File: config.mk
export PLATFORM = sky130hd
export DESIGN_NAME = ind_byte_encoder
export DESIGN_NICKNAME = d
export VERILOG_FILES = /design/src/hdl/ind_code_pkg.sv /design/src/hdl/ind_skid_buf.sv /design/src/hdl/ind_byte_encoder.sv
export SDC_FILE = /design/constraint.sdc
export NUM_CORES = 1
export LEC_CHECK = 0
export BUFFER_PORTS_ARGS = -buffer_cell sky130_fd_sc_hd__buf_2
export CAP_MARGIN = 20
export CELL_PAD_IN_SITES_DETAIL_PLACEMENT = 0
export CELL_PAD_IN_SITES_GLOBAL_PLACEMENT = 1
export CORE_MARGIN = 5
export CORE_UTILIZATION = 35
export CTS_CLUSTER_DIAMETER = 40
export DETAILED_ROUTE_END_ITERATION = 10
export GPL_TIMING_DRIVEN = 0
export PLACE_DENSITY = 0.62
export RECOVER_POWER = 25
export REMOVE_ABC_BUFFERS = 1
export SYNTH_ARGS = -nofsm -noshare
export SYNTH_HDL_FRONTEND = slang
export SYNTH_HIERARCHICAL = 1
export SYNTH_SLANG_ARGS = --single-unit
File: constraint.sdc
create_clock -name mclk -period 4.65 [get_ports mclk]
set_clock_uncertainty 0.2 [all_clocks]
set_input_delay 0.2325 -clock mclk [delete_from_list [all_inputs] [get_ports mclk]]
set_output_delay 0.2325 -clock mclk [all_outputs]
set_load 0.02 [all_outputs]
File: src/hdl/ind_code_pkg.sv
/*
 * constants and carrier types for the indicate byte encoder: 4b symbol codes,
 * line state codes, receive state nibbles and the fixed special codes.
 * assumes the upstream decoder hands over symbols as control flag plus nibble.
 */
package ind_code_pkg;

   // control symbol nibble codes (control flag set)
   localparam logic [3:0] SYM_H = 4'h1;
   localparam logic [3:0] SYM_T = 4'h5;
   localparam logic [3:0] SYM_R = 4'h6;
   localparam logic [3:0] SYM_S = 4'h7;
   localparam logic [3:0] SYM_I = 4'ha;
   localparam logic [3:0] SYM_J = 4'hd;
   localparam logic [3:0] SYM_K = 4'he;
   localparam logic [3:0] SYM_V = 4'h0;

   // receive state nibbles and mixture replacement
   localparam logic [3:0] RX_INVALID = 4'h3;
   localparam logic [3:0] RX_IDLE = 4'hb;
   localparam logic [3:0] MIX_DATA = 4'h0;

   // fixed special codes
   localparam logic [7:0] CODE_EB_ERR = 8'h3b;
   localparam logic [7:0] CODE_FORCED = 8'h3a;
   localparam logic [7:0] CODE_SCRUB = 8'hb8;

   // known/unknown flag
   localparam logic FLAG_KNOWN = 1'b0;
   localparam logic FLAG_UNKNOWN = 1'b1;

   // line state field
   typedef enum logic [2:0] {
      LS_ACTIVE = 3'b000,
      LS_IDLE = 3'b001,
      LS_NSD = 3'b010,
      LS_MASTER = 3'b100,
      LS_HALT = 3'b101,
      LS_QUIET = 3'b110,
      LS_NOISE = 3'b111
   } line_state_t;

   // one decoded symbol
   typedef struct packed {
      logic ctl;
      logic [3:0] val;
   } sym_t;

   // incoming symbol pair with side conditions
   typedef struct packed {
      sym_t s1;
      sym_t s2;
      logic stuff;
      logic eb_err;
      logic forced;
      logic scrub;
   } pair_in_t;

   // indicate byte toward the mac
   typedef struct packed {
      logic ctl;
      logic [3:0] hi;
      logic [3:0] lo;
   } ind_byte_t;

endpackage

File: src/hdl/ind_skid_buf.sv
/*
 * two-entry buffer with valid/ready on both sides.
 * assumes one clock; in_ready only depends on registered occupancy.
 */
module ind_skid_buf (
   // clock, reset, enable
   input wire logic mclk,
   input wire logic resetn,
   input wire logic ce,
   // fill side
   input wire logic in_valid,
   output logic in_ready,
   input wire ind_code_pkg::ind_byte_t in_data,
   // drain side
   output logic out_valid,
   input wire logic out_ready,
   output ind_code_pkg::ind_byte_t out_data
);

   ind_code_pkg::ind_byte_t mem_q [2];
   logic rd_q;
   logic wr_q;
   logic [1:0] cnt_q;
   logic push;
   logic pop;

   // handshakes only count while enabled, so a frozen buffer drops nothing
   assign push = ce && in_valid && (cnt_q != 2'h2);
   assign pop = ce && out_ready && (cnt_q != 2'h0);

   // storage
   always_ff @(posedge mclk) begin
      if (push) begin
         mem_q[wr_q] <= in_data;
      end
   end

   // pointers and occupancy
   always_ff @(posedge mclk) begin
      if (!resetn) begin
         rd_q <= 1'b0;
         wr_q <= 1'b0;
         cnt_q <= 2'h0;
      end else begin
         if (push) begin
            wr_q <= ~wr_q;
         end
         if (pop) begin
            rd_q <= ~rd_q;
         end
         cnt_q <= cnt_q + {1'b0, push} - {1'b0, pop};
      end
   end

   assign in_ready = (cnt_q != 2'h2);
   assign out_valid = (cnt_q != 2'h0);
   assign out_data = mem_q[rd_q];

endmodule

File: src/hdl/ind_byte_encoder.sv
/*
 * indicate byte encoder: turns received symbol pairs into the 9-bit
 * indicate byte (control flag and two nibbles) for the mac side.
 * assumes pairs and current line state come from logic on mclk; the
 * line state detector lives upstream. a two-entry buffer absorbs stalls.
 */
// Notes on behaviour
// - every symbol pair becomes one indicate byte carrying data, control or line state.
// - in active line state two data symbols pass unchanged with the control flag clear.
// - in active line state a data/control mixture has its data nibble forced to 0000 and is control.
// - the control flag is set whenever either symbol is V, R, S, T, I or H.
// - a JK pair marks entry to active line state; in active line state it is passed through as control.
// - in idle line state an II pair or a stuff byte gives idle-known, anything else idle-unknown.
// - line state codes carry receive state 0011 for invalid or 1011 for idle in the upper nibble.
// - lower nibble bit 3 is 1 for a mismatch and 0 for a match, bits 2-0 the line state.
// - line state encodes active 000, idle 001, nsd 010, master 100, halt 101, quiet 110, noise 111.
// - in other line states matching symbols or a stuff byte give invalid-known, else invalid-unknown.
// - a stuff byte in idle line state gives idle-known with the idle line state.
// - a stuff byte in another non-active state gives invalid-known with that line state, control set.
module ind_byte_encoder (
   // clock and control
   input wire logic mclk,
   input wire logic resetn,
   input wire logic ce,
   // symbol pair from the decoder
   input wire logic pair_valid,
   output logic pair_ready,
   input wire ind_code_pkg::pair_in_t pair,
   input wire ind_code_pkg::line_state_t line_state,
   // indicate byte to the mac
   output logic ind_valid,
   input wire logic ind_ready,
   output ind_code_pkg::ind_byte_t ind_byte,
   // entry to active line state seen
   output logic jk_seen
);

   ind_code_pkg::ind_byte_t code_d;
   ind_code_pkg::ind_byte_t code_q;
   logic code_vld_q;
   logic buf_in_ready;
   logic buf_out_valid;
   ind_code_pkg::ind_byte_t buf_out_data;
   logic ind_valid_q;
   ind_code_pkg::ind_byte_t ind_byte_q;
   logic jk_seen_q;
   logic take;
   logic stage_free;
   logic out_free;
   logic pair_ready_q;
   logic stage_vld_d;
   logic [1:0] fill_q;
   logic [1:0] fill_d;
   logic fill_push;
   logic fill_pop;

   // true when a symbol equals what the current line state would send
   function automatic logic sym_matches(input ind_code_pkg::sym_t s,
                                        input ind_code_pkg::line_state_t ls);
      logic m;
      m = 1'b0;
      case (ls)
         ind_code_pkg::LS_HALT: m = s.ctl && (s.val == ind_code_pkg::SYM_H);
         ind_code_pkg::LS_MASTER: m = s.ctl &&
            ((s.val == ind_code_pkg::SYM_H) || (s.val == ind_code_pkg::SYM_K));
         ind_code_pkg::LS_QUIET: m = s.ctl && (s.val == ind_code_pkg::SYM_V);
         ind_code_pkg::LS_IDLE: m = s.ctl && (s.val == ind_code_pkg::SYM_I);
         // noise and no signal detect have no defining symbol: any symbol fits
         ind_code_pkg::LS_NOISE: m = 1'b1;
         ind_code_pkg::LS_NSD: m = 1'b1;
         default: m = 1'b0;
      endcase
      return m;
   endfunction

   // encode one pair; special conditions first, then by line state
   always_comb begin
      code_d = '0;
      code_d.ctl = 1'b1;
      if (pair.eb_err) begin
         {code_d.hi, code_d.lo} = ind_code_pkg::CODE_EB_ERR;
      end else if (pair.forced) begin
         {code_d.hi, code_d.lo} = ind_code_pkg::CODE_FORCED;
      end else if (pair.scrub) begin
         {code_d.hi, code_d.lo} = ind_code_pkg::CODE_SCRUB;
      end else begin
         case (line_state)
            ind_code_pkg::LS_ACTIVE: begin
               code_d.ctl = pair.s1.ctl || pair.s2.ctl;
               code_d.hi = pair.s1.val;
               code_d.lo = pair.s2.val;
               if (pair.s1.ctl && !pair.s2.ctl) begin
                  code_d.lo = ind_code_pkg::MIX_DATA;
               end
               if (!pair.s1.ctl && pair.s2.ctl) begin
                  code_d.hi = ind_code_pkg::MIX_DATA;
               end
            end
            ind_code_pkg::LS_IDLE: begin
               code_d.hi = ind_code_pkg::RX_IDLE;
               code_d.lo[2:0] = ind_code_pkg::LS_IDLE;
               if (pair.stuff) begin
                  code_d.lo[3] = ind_code_pkg::FLAG_KNOWN;
               end else if (sym_matches(pair.s1, line_state) &&
                            sym_matches(pair.s2, line_state)) begin
                  code_d.lo[3] = ind_code_pkg::FLAG_KNOWN;
               end else begin
                  code_d.lo[3] = ind_code_pkg::FLAG_UNKNOWN;
               end
            end
            default: begin
               // stuff bytes here are reported as invalid-known, control set
               code_d.hi = ind_code_pkg::RX_INVALID;
               code_d.lo[2:0] = line_state;
               if (pair.stuff || (sym_matches(pair.s1, line_state) &&
                                  sym_matches(pair.s2, line_state))) begin
                  code_d.lo[3] = ind_code_pkg::FLAG_KNOWN;
               end else begin
                  code_d.lo[3] = ind_code_pkg::FLAG_UNKNOWN;
               end
            end
         endcase
      end
   end

   // the stage register moves when empty or when the buffer takes its byte
   assign stage_free = !code_vld_q || buf_in_ready;
   assign take = ce && pair_valid && stage_free;

   // encode stage: one byte per accepted pair
   always_ff @(posedge mclk) begin
      if (!resetn) begin
         code_vld_q <= 1'b0;
         code_q <= '0;
      end else if (ce) begin
         if (stage_free) begin
            code_vld_q <= pair_valid;
         end
         if (take) begin
            code_q <= code_d;
         end
      end
   end

   // start delimiter marker, for the line state detector upstream
   always_ff @(posedge mclk) begin
      if (!resetn) begin
         jk_seen_q <= 1'b0;
      end else if (ce) begin
         jk_seen_q <= take && pair.s1.ctl && pair.s2.ctl &&
            (pair.s1.val == ind_code_pkg::SYM_J) && (pair.s2.val == ind_code_pkg::SYM_K);
      end
   end

   // two-entry buffer so a stalled mac loses no byte
   ind_skid_buf u_buf (
      .mclk(mclk),
      .resetn(resetn),
      .ce(ce),
      .in_valid(code_vld_q),
      .in_ready(buf_in_ready),
      .in_data(code_q),
      .out_valid(buf_out_valid),
      .out_ready(out_free),
      .out_data(buf_out_data)
   );

   // output register: outputs come straight from flip-flops
   assign out_free = !ind_valid_q || ind_ready;

   always_ff @(posedge mclk) begin
      if (!resetn) begin
         ind_valid_q <= 1'b0;
         ind_byte_q <= '0;
      end else if (ce && out_free) begin
         ind_valid_q <= buf_out_valid;
         if (buf_out_valid) begin
            ind_byte_q <= buf_out_data;
         end
      end
   end

   // ready must leave a flip-flop, so it is worked out one cycle ahead from a
   // copy of the buffer occupancy that moves on the very same handshakes
   assign fill_push = ce && code_vld_q && buf_in_ready;
   assign fill_pop = ce && out_free && buf_out_valid;
   assign fill_d = fill_q + {1'b0, fill_push} - {1'b0, fill_pop};
   assign stage_vld_d = (ce && stage_free) ? pair_valid : code_vld_q;

   // registered ready; equals the stage's free condition in every cycle
   always_ff @(posedge mclk) begin
      if (!resetn) begin
         fill_q <= 2'h0;
         pair_ready_q <= 1'b1;
      end else if (ce) begin
         fill_q <= fill_d;
         pair_ready_q <= !stage_vld_d || (fill_d != 2'h2);
      end
   end

   assign pair_ready = pair_ready_q;
   assign ind_valid = ind_valid_q;
   assign ind_byte = ind_byte_q;
   assign jk_seen = jk_seen_q;

endmodule

==> flow_summary.json <==
{
  "synth-edff-count": 18,
  "die-area_um2": 7850,
  "synthArstFlopShare_pct": 0,
  "worst-endpoint-required_ps": 4630,
  "rows": 28,
  "cts_tree": "yes",
  "final_cell_mix": "33 x buf_2, 29 x dfxtp_1, 18 x edfxtp_1, 14 x nand2_1, 13 x nor2b_1",
  "vias": 1487,
  "worst_slew_pin_slew_ps": 458,
  "grt_pass1_wl_um": 7400,
  "clk_pin_slew_ps": 80,
  "worstSetupPathType": "flop to flop",
  "pwr_density_cell_nw_per_um2": 419,
  "finalCriticalPeriod_ps": 2380,
  "post-route-util_pct": 41.7,
  "gp_congestion": 0.805,
  "ys.flop_type": "dfxtp_1",
  "max_cap_violations": 0,
  "fin_hold_ws_ps": 23.8,
  "syn-cell-area_um2": 2160,
  "wl_um": 4320,
  "power_frac_seq_pct": 49.7,
  "timing.final.crit_share_pct": 51.2,
  "grt_overflow_total": 0,
  "placedCellCount": 299,
  "numCtsBuffers": 5,
  "fmax_mhz": 420,
  "die_y_um": 88.6,
  "clock_latency_ps": 300,
  "numPortBuffers": 33,
  "synthCells": 196,
  "critPathMaxFanout": 4,
  "post_cts_resized": 0,
  "swShare_pct": 30.9,
  "drt_first_pass_iters": 4,
  "drc": 0,
  "grt_pass1_vias": 1494,
  "initial_core_util_pct": 36.3,
  "vias_per_cell": 4.84,
  "cp-start-kind": "flop",
  "htree_num_levels": 2,
  "io_pins": 34,
  "cts_sinks": 47,
  "antenna_found_initial": 0,
  "core-area_um2": 5960,
  "clkPwrFrac_pct": 23.3,
  "antenna_left": 0,
  "ys_ff_latch": 47,
  "p_comb_share_pct": 27.0,
  "finalSetupViolations": 0,
  "antennaDiodeCount": 0,
  "cts_hold_buf": 0,
  "maxSlewHeadroom_pct": 69.4,
  "synth_seq_area_share_pct": 51.9,
  "vdd_drop_max_v": 0.000143,
  "critical_path_arrival_ps": 2360,
  "cts.path.max_buffers": 2,
  "hp-class": "input port to flop",
  "yosys_warnings": 6,
  "placed_area_um2": 2400,
  "slew_violations": 0,
  "switching_power_w": 0.000322,
  "tns_ps": 0,
  "nNetsFinal": 256,
  "detail_route.wl_per_cell_um": 14.1,
  "critPathCaptureType": "flop",
  "die_w_um": 88.6,
  "status": "finished clean",
  "grt_usage_pct": 12.3,
  "static-leakage-power_nw": 0.942,
  "postCtsSetupBuffers": 0,
  "final_common_cell": "buf_2",
  "drive_above_1_share_pct": 26.7,
  "fin_area_um2": 2480,
  "hold_viol_final": 0,
  "clock-root-buffer": "clkbuf_8",
  "drt_iter0_markers": 56,
  "syn_area_per_cell_um2": 11.0,
  "rsz0062_at_grt": "no",
  "hpwl_um": 3200,
  "ys_types": 52,
  "area_growth_pct": 15.0,
  "final_cells": 307,
  "grt_start_max_net_pins": 28,
  "internal-power_w": 0.000719
}
state kept, by name (all words and copies together), names as in the netlist, 2 cells and up, named ones only:
register	count
ind_byte	9
u_buf/mem_q	18
u_buf/cnt_q	2
fill_q	2
code_q	9
kinds of logic (layout without fill, tap and decap cells):
logic type,after synthesis,after routing,synth area share (%)
flip-flops,47,47,51.9
multiplexers,20,20,9.79
buffers and inverters,13,49,2.61
AND/OR/NAND/NOR,70,70,19.2
XOR/XNOR,6,6,2.43
AO/OA/AOI/OAI,37,37,12.3
adder cells (fa/ha/maj),3,3,1.74
layout make-up:
type                    instances  area, um^2
clock inverters                 3        18.8
repair buffers                 34         173
well taps                      75        93.8
flip-flops and latches         47        1120
fillers                       589        3470
multi-input cells             136         983
inverters                       7        26.3
clock buffers                   5        68.8
routing by layer:
layer	vias to the layer above	GRT usage [%]	part of all wire [%]
li1	776	-	-
met1	666	17.1	50
met2	39	18.4	43
met3	6	3.17	5.6
met4	0	4.95	1.5
met5	-	0	0
power by group through the flow:
stage / Clock (W) / Combinational, W / Sequential, W
3_3_place_gp: 0 / 0.000280 / 0.000527
6_report: 0.000242 / 0.000281 / 0.000517
4_1_cts: 0.000253 / 0.000285 / 0.000519
5_1_grt: 0.000269 / 0.000312 / 0.000527
3_5_place_dp: 0 / 0.000283 / 0.000528
2_1_floorplan: 0 / 0.000183 / 0.000543
synthesized netlist by cell type (2+ instances only):
| cell type | number | area, um^2 |
|---|---|---|
| a21boi_0 | 2 | 15.0 |
| a21boi_1 | 2 | 15.0 |
| a21oi_1 | 8 | 40.0 |
| and2_1 | 4 | 25.0 |
| buf_2 | 3 | 15.0 |
| clkbuf_1 | 2 | 7.51 |
| dfxtp_1 | 29 | 581 |
| edfxtp_1 | 18 | 541 |
| ha_1 | 3 | 37.5 |
| inv_1 | 7 | 26.3 |
| mux2_2 | 9 | 101 |
| mux2i_1 | 11 | 110 |
| nand2_1 | 14 | 52.6 |
| nand2b_1 | 4 | 25.0 |
| nand3_1 | 3 | 15.0 |
| nand4_1 | 2 | 12.5 |
| nand4b_1 | 2 | 17.5 |
| nor2_1 | 11 | 41.3 |
| nor2b_1 | 13 | 81.3 |
| nor3_1 | 4 | 20.0 |
| nor4b_1 | 2 | 17.5 |
| o21ai_0 | 6 | 30.0 |
| o21ai_1 | 4 | 20.0 |
| xnor2_1 | 2 | 17.5 |
| xor2_1 | 4 | 35.0 |
path summary, 6_finish.rpt:
path,from,end,slack [ps],cells past startpoint
setup / recovery,u_buf/cnt_q[1],pair_ready,2270,11
hold reg to reg,code_q[3],u_buf/mem_q[0][3],260,0
hold / removal,pair[3],code_q[3],20,3
setup reg to reg,u_buf/cnt_q[1],pair_ready,2270,11
through the flow:
stage | power [W] | worst slack, ps
detailed placement | 0.000811 | 2260
global placement | 0.000806 | 1500
floorplan | 0.000726 | 2040
CTS | 0.00106 | 2260
finish | 0.00104 | 2270
global route | 0.00111 | 2050
worst max-delay path, stage by stage (launching register included):
cell and delay (ps):
dfxtp_1 430, or2_2 140, nand2_1 50, nor2b_1 320, ha_1 290, inv_1 60
ha_1 140, xor2_1 220, xor2_1 170, nand3_1 80, o21ai_0 90, nand2_1 60
Note: power is estimated with default switching activity, not from simulation.
